## config.mk

```make
export PLATFORM = sky130hd
export DESIGN_NAME = pccr_regs
export DESIGN_NICKNAME = d
export VERILOG_FILES = /design/src/pkg/pccr_pkg.sv /design/src/rtl/pccr_regs.sv
export SDC_FILE = /design/constraint.sdc
export NUM_CORES = 1
export LEC_CHECK = 0
export BUFFER_PORTS_ARGS = -buffer_cell sky130_fd_sc_hd__clkbuf_2
export CAP_MARGIN = 10
export CORE_ASPECT_RATIO = 1.75
export CORE_MARGIN = 3
export CORE_UTILIZATION = 25
export CTS_CLUSTER_DIAMETER = 50
export CTS_CLUSTER_SIZE = 10
export DETAILED_ROUTE_END_ITERATION = 6
export SLEW_MARGIN = 10
export SYNTH_ARGS = -nofsm -noshare
export SYNTH_HDL_FRONTEND = slang
export SYNTH_SLANG_ARGS = --single-unit
```

## constraint.sdc

```tcl
create_clock -name clk_sys_in -period 1.7 [get_ports clk_sys_in]
set_input_delay 0.34 -clock clk_sys_in [delete_from_list [all_inputs] [get_ports clk_sys_in]]
set_output_delay 0.34 -clock clk_sys_in [all_outputs]
set_load 0.02 [all_outputs]
```

## src/pkg/pccr_pkg.sv

```systemverilog
package pccr_pkg;
    // register byte offsets
    localparam logic [7:0] PCCR_OFS_EEPROM = 8'hbc;
    localparam logic [7:0] PCCR_OFS_EXPCAP = 8'hc0;
    localparam logic [7:0] PCCR_OFS_DEVCAP = 8'hc4;
    // eeprom dword fields
    localparam int PCCR_EE_START_BIT = 0;
    localparam int PCCR_EE_CMD_BIT = 1;
    localparam int PCCR_EE_ERR_BIT = 2;
    localparam int PCCR_EE_ADDR_LSB = 9;
    localparam int PCCR_EE_ADDR_W = 7;
    localparam int PCCR_EE_DATA_LSB = 16;
    localparam int PCCR_EE_DATA_W = 16;
    localparam logic [6:0] PCCR_EE_ADDR_RST = 7'h00;
    localparam logic [15:0] PCCR_EE_DATA_RST = 16'h0000;
    // express capability header fields
    localparam logic [7:0] PCCR_CAP_ID = 8'h10;
    localparam logic [7:0] PCCR_NEXT_PTR = 8'h00;
    localparam logic [3:0] PCCR_CAP_VER = 4'h2;
    localparam logic [3:0] PCCR_TYPE_UP = 4'h5;
    localparam logic [3:0] PCCR_TYPE_DOWN = 4'h6;
    localparam logic [4:0] PCCR_MSG_NUM = 5'h00;
    localparam int PCCR_TYPE_LSB = 20;
    localparam int PCCR_SLOT_BIT = 24;
    localparam int PCCR_MSG_LSB = 25;
    // device capabilities fields
    localparam logic [2:0] PCCR_MPS_SMALL = 3'h1;
    localparam logic [2:0] PCCR_MPS_LARGE = 3'h2;
    localparam logic [1:0] PCCR_PHANTOM = 2'h0;
    localparam logic PCCR_EXT_TAG = 1'b0;
    localparam logic [2:0] PCCR_L0S_LAT = 3'h0;
    localparam logic [2:0] PCCR_L1_LAT = 3'h0;
    localparam logic PCCR_RBER_RST = 1'b1;
    localparam logic [7:0] PCCR_SPL_VAL_RST = 8'h00;
    localparam logic [1:0] PCCR_SPL_SCL_RST = 2'h0;
    localparam int PCCR_PHANTOM_LSB = 3;
    localparam int PCCR_EXT_TAG_BIT = 5;
    localparam int PCCR_L0S_LSB = 6;
    localparam int PCCR_L1_LSB = 9;
    localparam int PCCR_RBER_BIT = 15;
    localparam int PCCR_SPL_VAL_LSB = 18;
    localparam int PCCR_SPL_SCL_LSB = 26;

    // loading path from smbus or eeprom autoload
    typedef struct packed {
        logic slot_present;
        logic [2:0] max_payload;
        logic role_err;
    } pccr_load_t;

    // received slot power limit message payload
    typedef struct packed {
        logic [7:0] value;
        logic [1:0] scale;
    } pccr_spl_t;

    // request to the eeprom access engine
    typedef struct packed {
        logic start;
        logic write;
        logic [6:0] addr;
        logic [15:0] wdata;
    } pccr_ee_req_t;

    // answer from the eeprom access engine
    typedef struct packed {
        logic done;
        logic nack;
        logic [15:0] rdata;
    } pccr_ee_rsp_t;
endpackage : pccr_pkg

```

## src/rtl/pccr_regs.sv

```systemverilog
`timescale 1ns/100ps
module pccr_regs #(
    parameter bit UPSTREAM = 1'b1
) (
    input wire logic clk_sys_in,
    input wire logic rst_n_in,
    // avalon-mm slave
    input wire logic [7:0] avs_address_in,
    input wire logic avs_read_in,
    input wire logic avs_write_in,
    input wire logic [3:0] avs_byteenable_in,
    input wire logic [31:0] avs_writedata_in,
    output logic [31:0] avs_readdata_out,
    output logic avs_waitrequest_out,
    // straps
    input wire logic slot_present_strap_in,
    input wire logic large_payload_strap_in,
    // smbus / eeprom loading
    input wire logic cfg_load_valid_in,
    input wire pccr_pkg::pccr_load_t cfg_load_in,
    // slot power limit message receiver
    input wire logic spl_msg_valid_in,
    input wire pccr_pkg::pccr_spl_t spl_msg_in,
    // eeprom access engine
    output pccr_pkg::pccr_ee_req_t ee_req_out,
    input wire pccr_pkg::pccr_ee_rsp_t ee_rsp_in,
    output logic ee_busy_out
);
    import pccr_pkg::*;

    logic wait_reg;
    logic [31:0] rdata_reg;
    logic strap_done_reg;
    logic slot_reg;
    logic [2:0] mps_reg;
    logic rber_reg;
    logic [7:0] spl_val_reg;
    logic [1:0] spl_scl_reg;
    logic ee_busy_reg;
    logic ee_start_reg;
    logic ee_cmd_reg;
    logic ee_err_reg;
    logic [6:0] ee_addr_reg;
    logic [15:0] ee_data_reg;
    logic acc;
    logic wr_ok;
    logic rd_ok;
    logic sel_ee;
    logic sel_cap;
    logic sel_dev;
    logic start_req;
    logic [3:0] port_type;
    logic [31:0] ee_word;
    logic [31:0] cap_word;
    logic [31:0] dev_word;
    logic [31:0] rdata_next;

    // a request is served once; the edge with waitrequest low commits it
    // first edge with a request seen: waitrequest drops, read word latched
    // second edge: master samples waitrequest low, a write takes effect
    // reads latch early so the word stands for the whole low cycle
    // writes wait for the low cycle so a dropped request never commits
    // trade-off: every access costs two cycles, no back-to-back streaming
    assign acc = (avs_read_in | avs_write_in) & wait_reg;
    assign wr_ok = avs_write_in & ~wait_reg;
    assign rd_ok = avs_read_in & wait_reg;

    // address decode, word aligned
    // byte address bits 1:0 ignored, lanes picked by byteenable instead
    // only the three dwords of this block decode, the rest reads zero
    // decode is purely combinational on the held address
    assign sel_ee = (avs_address_in[7:2] == PCCR_OFS_EEPROM[7:2]);
    assign sel_cap = (avs_address_in[7:2] == PCCR_OFS_EXPCAP[7:2]);
    assign sel_dev = (avs_address_in[7:2] == PCCR_OFS_DEVCAP[7:2]);

    // start only honoured while idle, so an access in flight is never restarted
    // lane 0 carries start and command, so byteenable[0] gates both
    // a start written while busy is dropped, not queued
    // software polls bit 0 to learn when the engine is free again
    assign start_req = wr_ok & sel_ee & avs_byteenable_in[0]
                     & avs_writedata_in[PCCR_EE_START_BIT] & ~ee_busy_reg;

    // port type fixed by which port this instance serves
    // elaboration-time choice, no strap or load path can move it
    // one instance per port, upstream set on exactly one of them
    assign port_type = UPSTREAM ? PCCR_TYPE_UP : PCCR_TYPE_DOWN;

    // one cycle answer: waitrequest drops for exactly one cycle
    // high at rest so a master never sees a stale acknowledge
    // returns high right after the commit edge, even if the request stays
    // a request still standing then is taken as a fresh access
    // no error response exists, refused accesses still complete
    always_ff @(posedge clk_sys_in or negedge rst_n_in) begin
        if (!rst_n_in) begin
            wait_reg <= 1'b1;
        end else if (acc) begin
            wait_reg <= 1'b0;
        end else begin
            wait_reg <= 1'b1;
        end
    end

    // read word assembly
    // all three dwords are built every cycle and muxed by the decode
    // constant fields come from the package, live ones from the registers
    // reserved bits stay zero through the defaults at the top
    // cheap in area: the constants fold away, only a few flops remain
    always_comb begin
        ee_word = 32'h0000_0000;
        ee_word[PCCR_EE_START_BIT] = ee_busy_reg;
        ee_word[PCCR_EE_CMD_BIT] = ee_cmd_reg;
        ee_word[PCCR_EE_ERR_BIT] = ee_err_reg;
        ee_word[PCCR_EE_ADDR_LSB +: PCCR_EE_ADDR_W] = ee_addr_reg;
        ee_word[PCCR_EE_DATA_LSB +: PCCR_EE_DATA_W] = ee_data_reg;
        cap_word = 32'h0000_0000;
        cap_word[7:0] = PCCR_CAP_ID;
        cap_word[15:8] = PCCR_NEXT_PTR;
        cap_word[19:16] = PCCR_CAP_VER;
        cap_word[PCCR_TYPE_LSB +: 4] = port_type;
        cap_word[PCCR_SLOT_BIT] = slot_reg;
        cap_word[PCCR_MSG_LSB +: 5] = PCCR_MSG_NUM;
        dev_word = 32'h0000_0000;
        dev_word[2:0] = mps_reg;
        dev_word[PCCR_PHANTOM_LSB +: 2] = PCCR_PHANTOM;
        dev_word[PCCR_EXT_TAG_BIT] = PCCR_EXT_TAG;
        dev_word[PCCR_L0S_LSB +: 3] = PCCR_L0S_LAT;
        dev_word[PCCR_L1_LSB +: 3] = PCCR_L1_LAT;
        dev_word[PCCR_RBER_BIT] = rber_reg;
        dev_word[PCCR_SPL_VAL_LSB +: 8] = spl_val_reg;
        dev_word[PCCR_SPL_SCL_LSB +: 2] = spl_scl_reg;
        // unmapped offsets read as zero
        // the eeprom dword exists on the upstream port only
        // downstream ports read it as zero, like any hole in the map
        if (sel_ee && UPSTREAM) begin
            rdata_next = ee_word;
        end else if (sel_cap) begin
            rdata_next = cap_word;
        end else if (sel_dev) begin
            rdata_next = dev_word;
        end else begin
            rdata_next = 32'h0000_0000;
        end
    end

    // read data registered alongside the waitrequest drop
    // holds until the next read answer, writes leave it untouched
    // keeps the readdata output straight from a flip-flop
    always_ff @(posedge clk_sys_in or negedge rst_n_in) begin
        if (!rst_n_in) begin
            rdata_reg <= 32'h0000_0000;
        end else if (rd_ok) begin
            rdata_reg <= rdata_next;
        end
    end

    // bus outputs come straight from their flops
    assign avs_readdata_out = rdata_reg;
    assign avs_waitrequest_out = wait_reg;

    // straps sampled on the first edge after reset release, not under reset
    // the async reset branch may only load constants
    // so the strap value lands one edge later, through a marker flop
    // hazard: a load pulse on that same edge loses to the straps
    // limitation: straps must be settled when reset is released
    always_ff @(posedge clk_sys_in or negedge rst_n_in) begin
        if (!rst_n_in) begin
            strap_done_reg <= 1'b0;
        end else begin
            strap_done_reg <= 1'b1;
        end
    end

    // slot present: strap first, then only the loading path
    // configuration writes have no path into this flop
    // stored on every port, only meaningful on downstream ones
    // reads 0 while reset is held, the strap value one edge after
    always_ff @(posedge clk_sys_in or negedge rst_n_in) begin
        if (!rst_n_in) begin
            slot_reg <= 1'b0;
        end else if (!strap_done_reg) begin
            slot_reg <= slot_present_strap_in;
        end else if (cfg_load_valid_in) begin
            slot_reg <= cfg_load_in.slot_present;
        end
    end

    // max payload supported, strap chooses the default
    // strap low picks the small size, high the large one
    // a load may write any code, no range check is made here
    // the loading side owns the choice of legal sizes
    always_ff @(posedge clk_sys_in or negedge rst_n_in) begin
        if (!rst_n_in) begin
            mps_reg <= PCCR_MPS_SMALL;
        end else if (!strap_done_reg) begin
            mps_reg <= large_payload_strap_in ? PCCR_MPS_LARGE : PCCR_MPS_SMALL;
        end else if (cfg_load_valid_in) begin
            mps_reg <= cfg_load_in.max_payload;
        end
    end

    // role-based error reporting, config writes have no path here
    // no strap for this bit, so it leaves reset already at one
    // only a load pulse can clear or set it afterwards
    always_ff @(posedge clk_sys_in or negedge rst_n_in) begin
        if (!rst_n_in) begin
            rber_reg <= PCCR_RBER_RST;
        end else if (cfg_load_valid_in) begin
            rber_reg <= cfg_load_in.role_err;
        end
    end

    // captured slot power limit, downstream ports stay hardwired to zero
    // value and scale always move together from one message
    // a message on a downstream port is simply ignored
    // last message wins, there is no history kept
    always_ff @(posedge clk_sys_in or negedge rst_n_in) begin
        if (!rst_n_in) begin
            spl_val_reg <= PCCR_SPL_VAL_RST;
            spl_scl_reg <= PCCR_SPL_SCL_RST;
        end else if (UPSTREAM && spl_msg_valid_in) begin
            spl_val_reg <= spl_msg_in.value;
            spl_scl_reg <= spl_msg_in.scale;
        end
    end

    // eeprom command bit
    // zero selects a read, one a write
    // frozen while busy so the engine sees a steady command
    // written through lane 0 together with the start bit
    always_ff @(posedge clk_sys_in or negedge rst_n_in) begin
        if (!rst_n_in) begin
            ee_cmd_reg <= 1'b0;
        end else if (UPSTREAM && wr_ok && sel_ee && avs_byteenable_in[0] && !ee_busy_reg) begin
            ee_cmd_reg <= avs_writedata_in[PCCR_EE_CMD_BIT];
        end
    end

    // eeprom address, bit 8 is reserved and never stored
    // seven bits through lane 1, frozen while an access runs
    // the engine reads it as a level for the whole access
    always_ff @(posedge clk_sys_in or negedge rst_n_in) begin
        if (!rst_n_in) begin
            ee_addr_reg <= PCCR_EE_ADDR_RST;
        end else if (UPSTREAM && wr_ok && sel_ee && avs_byteenable_in[1] && !ee_busy_reg) begin
            ee_addr_reg <= avs_writedata_in[PCCR_EE_ADDR_LSB +: PCCR_EE_ADDR_W];
        end
    end

    // eeprom data: read completion wins over a software write
    // writes are refused while busy and completion needs busy, so the tie never arises
    // a write command leaves the field alone at completion
    // lanes 2 and 3 each fill one byte of the data word
    always_ff @(posedge clk_sys_in or negedge rst_n_in) begin
        if (!rst_n_in) begin
            ee_data_reg <= PCCR_EE_DATA_RST;
        end else if (ee_busy_reg && ee_rsp_in.done && !ee_cmd_reg) begin
            ee_data_reg <= ee_rsp_in.rdata;
        end else if (UPSTREAM && wr_ok && sel_ee && !ee_busy_reg) begin
            if (avs_byteenable_in[2]) begin
                ee_data_reg[7:0] <= avs_writedata_in[23:16];
            end
            if (avs_byteenable_in[3]) begin
                ee_data_reg[15:8] <= avs_writedata_in[31:24];
            end
        end
    end

    // busy follows start until the engine reports done
    // reads back as bit 0 so software sees start stay set
    // a done pulse while idle changes nothing
    // limitation: a hung engine keeps busy high, no timeout here
    always_ff @(posedge clk_sys_in or negedge rst_n_in) begin
        if (!rst_n_in) begin
            ee_busy_reg <= 1'b0;
        end else if (UPSTREAM && start_req) begin
            ee_busy_reg <= 1'b1;
        end else if (ee_rsp_in.done) begin
            ee_busy_reg <= 1'b0;
        end
    end

    // one-cycle launch pulse to the engine
    // rises on the same edge as busy, lasts exactly one cycle
    // the engine must take it then, it is not repeated
    always_ff @(posedge clk_sys_in or negedge rst_n_in) begin
        if (!rst_n_in) begin
            ee_start_reg <= 1'b0;
        end else begin
            ee_start_reg <= UPSTREAM & start_req;
        end
    end

    // error: cleared by a new start, a missing ack at done sets it
    // set wins if both would fall in one cycle
    // a start cannot meet done anyway, start needs the engine idle
    // the bit keeps its value until the next access starts
    always_ff @(posedge clk_sys_in or negedge rst_n_in) begin
        if (!rst_n_in) begin
            ee_err_reg <= 1'b0;
        end else if (ee_busy_reg && ee_rsp_in.done && ee_rsp_in.nack) begin
            ee_err_reg <= 1'b1;
        end else if (UPSTREAM && start_req) begin
            ee_err_reg <= 1'b0;
        end
    end

    // engine request straight from flip-flops
    // command, address and data are levels held through busy
    // start is the only pulse in the group
    assign ee_req_out.start = ee_start_reg;
    assign ee_req_out.write = ee_cmd_reg;
    assign ee_req_out.addr = ee_addr_reg;
    assign ee_req_out.wdata = ee_data_reg;
    assign ee_busy_out = ee_busy_reg;
endmodule : pccr_regs

```

==> qor.yml <==
grt:
  grt_max_degree: 35
  grt_first_pass_wirelength_um: 13500
  track_usage_pct: 12.6
  antenna_found_initial: 0
  grt-ovfl-total: 0
  first_global_vias: 2559
power:
  p_switching_mw: 1.08
  p_total_mw: 4.26
  p_int_mw: 3.19
  ir_drop_v: 0.000431
  seq_power_share_pct: 44.2
  power_leakage_nw: 2.24
  clkPwrFrac_pct: 43.3
  p_comb_share_pct: 12.5
  swShare_pct: 25.2
  power.density_nw_per_um2: 953
finish:
  multi_input_area_um2: 1290
  largest_reg_flops: 27
  drive_above_1_share_pct: 56.1
  fin_nets: 490
  fillerInstances: 1243
  fin_cells: 575
  regArea_um2: 1780
  n_antenna_cell: 0
  final_util_pct: 37.0
  synthToLayoutAreaGrowth_pct: 44.1
floorplanning:
  die_h_um: 153
  design.core.area_um2: 12100
  start_util_pct: 25.7
  num_rows: 53
  num_io_pins: 144
  die_width_um: 90.2
  dieArea_um2: 13800
drt:
  drcViolationCount: 0
  drt_pass1_iterations: 4
  vias: 2444
  wl_per_cell_um: 15.0
  ant_nets: 0
  finalWirelength_um: 8640
  drt_iter0_drc: 65
  vias_per_cell: 4.25
yosys:
  synth_common_cells: "dfrtp_1, mux2_2, nand2_1"
  netlist_area_um2: 3100
  synth_edf_count: 0
  yosysTopAreaCellShare_pct: 54.9
  yosys_warnings: 0
  synth_ff_type: "dfrtp_1"
  async_flop_share_pct: 100
  synthTopCellsByArea: "dfrtp_1, mux2_2, nand2_1"
  syn_area_per_cell_um2: 12.1
  yosysSeqAreaShare_pct: 57.4
  synth.distinct_cells: 27
  synthCells: 256
  synth.most_common_cell: "dfrtp_1"
  synth_largest_area_cell: "dfrtp_1"
  synth-seq-cells: 71
hold_path:
  whs_path_depth: 2
  hold_path_class: "primary input to register"
  holdPathEnd: "mps_reg[0]"
  hold_start: "large_payload_strap_in"
job:
  maxCapViolCount: 0
place:
  routabilityCongestion: 0.759
  io_buffer_count: 129
  dp_slack_ns: -0.157
  placedCellCount: 554
  dp_hpwl_um: 6740
critical_path:
  reg2reg_slack_ns: 0.005
  path_max_fanout: 8
  rr_worst_depth: 5
  cp-start-kind: "register"
  r2r-end: "ee_data_reg[11]"
  reg2reg_from: "avs_waitrequest_out"
  cp-end-kind: "register"
  worstPathRequired_ns: 1.91
  arrival_ns: 1.90
  path_class: "register to register"
sta:
  drv_slew: 0
  fmax_mhz: 590
  fin_ws_ns: 0.00528
  rsz0062_at_grt: "yes"
  setup_violations: 0
  layout_min_cycle_time_ns: 1.69
  final_hold_viol_count: 0
  fin_crit_sh_pct: 99.7
  finClkSkew_ns: 0.00862
clock_tree:
  htreeDepth: 3
  path_clk_slew_ns: 0.06
  cts-root-buf: "clkbuf_16"
  ctsLongestPathBuffers: 2
  cts_made_buffers: 9
  cts_num_sinks: 71
  clkLatencyLatePin_ns: 0.33
  cts_tree: "done"
status:
  run_status: "complete, no violations"
-- cell families after synthesis --
logic type	Yosys count	share of synthesized area, %
AO/OA/AOI/OAI	49	9.93
buffers and inverters	20	3.31
flip-flops	71	57.4
multiplexers	57	20.5
other	2	0.242
AND/OR/NAND/NOR	57	8.64
-- worst max-delay path by stage --
stage,from,cells after the start,to,slack (ns)
4_1_cts,ee_busy_out,6,ee_addr_reg[0],-0.12
2_1_floorplan,ee_busy_out,4,ee_data_reg[0],-0.04
3_5_place_dp,avs_write_in,6,ee_addr_reg[0],-0.16
3_3_place_gp,avs_write_in,6,ee_addr_reg[1],-0.12
6_report,avs_waitrequest_out,5,ee_data_reg[11],0.005
5_1_grt,ee_busy_out,5,ee_data_reg[13],-0.05
-- final cells by class --
cell class	instances	share of cell area, %
repair buffers	152	19.8
flip-flops and latches	71	39.9
multi-input cells	169	28.9
well taps	165	4.62
inverters	2	0.168
clock buffers	9	5.04
clock inverters	7	1.62
-- per-layer routing --
metal	up-vias	GRT usage, %	part of all wire, %
li1	1182	-	-
met1	1164	14.3	39
met2	86	22.1	53
met3	12	2.81	4.7
met4	0	6.57	2.8
met5	-	0	0
-- worst max-delay path, stage by stage, from the launching register on --
cell      delay [ns]
dfstp_2         0.53
or3b_4          0.14
nor4_4          0.04
buf_6           0.14
a21boi_4        0.36
mux2_2          0.38
-- what timing repair did --
item,4_1_cts,5_1_grt
resized for setup,5,12
setup buffers,1,3
endpoints found under the hold margin,21,0
cloned,0,1
pin swaps,4,2
endpoints found under the setup margin,26,27
hold buffers,1,0
-- layout by cell type, fill, tap and decap left out, drive strengths merged --
cell         synthesis  final
clkbuf              10    137
dfrtp               68     68
mux2                51     51
nand2               44     44
o21ai               28     28
buf                  8     23
a22oi               11     11
mux2i                6      6
conb                 2      6
nor2b                4      4
a2bb2oi              4      4
dfstp                3      3
inv                  2      3
clkinv               0      3
a21boi               2      2
nor2                 2      2
a21oi                2      2
clkinvlp             0      2
nand2b               1      1
or3b                 1      1
nor4                 1      1
nand3                1      1
nor4b                1      1
nor3                 1      1
o31ai                1      1
nand3b               1      1
a32o                 1      1
bufinv               0      1
dlygate4sd3          0      1
-- power by group through the flow --
stage	Combinational [mW]	Clock (mW)	Sequential, mW
5_1_grt	0.581	1.98	1.90
3_5_place_dp	0.527	0	1.92
3_3_place_gp	0.516	0	1.91
6_report	0.531	1.84	1.89
2_1_floorplan	0.193	0	1.98
4_1_cts	0.535	1.91	1.89
-- stage by stage --
| stage | hold slack (ns) | cell area (µm²) | TNS [ns] |
|---|---|---|---|
| after floorplan | 0.0444 | 3120 | -0.813 |
| after global placement | 0.260 | 4050 | -2.04 |
| after detailed placement | 0.269 | 4050 | -2.85 |
| after CTS | 0.155 | 4400 | -1.89 |
| after global routing | 0.171 | 4470 | -0.883 |
| final | 0.171 | 4470 | 0 |
Power figures use the tool's default switching activity.
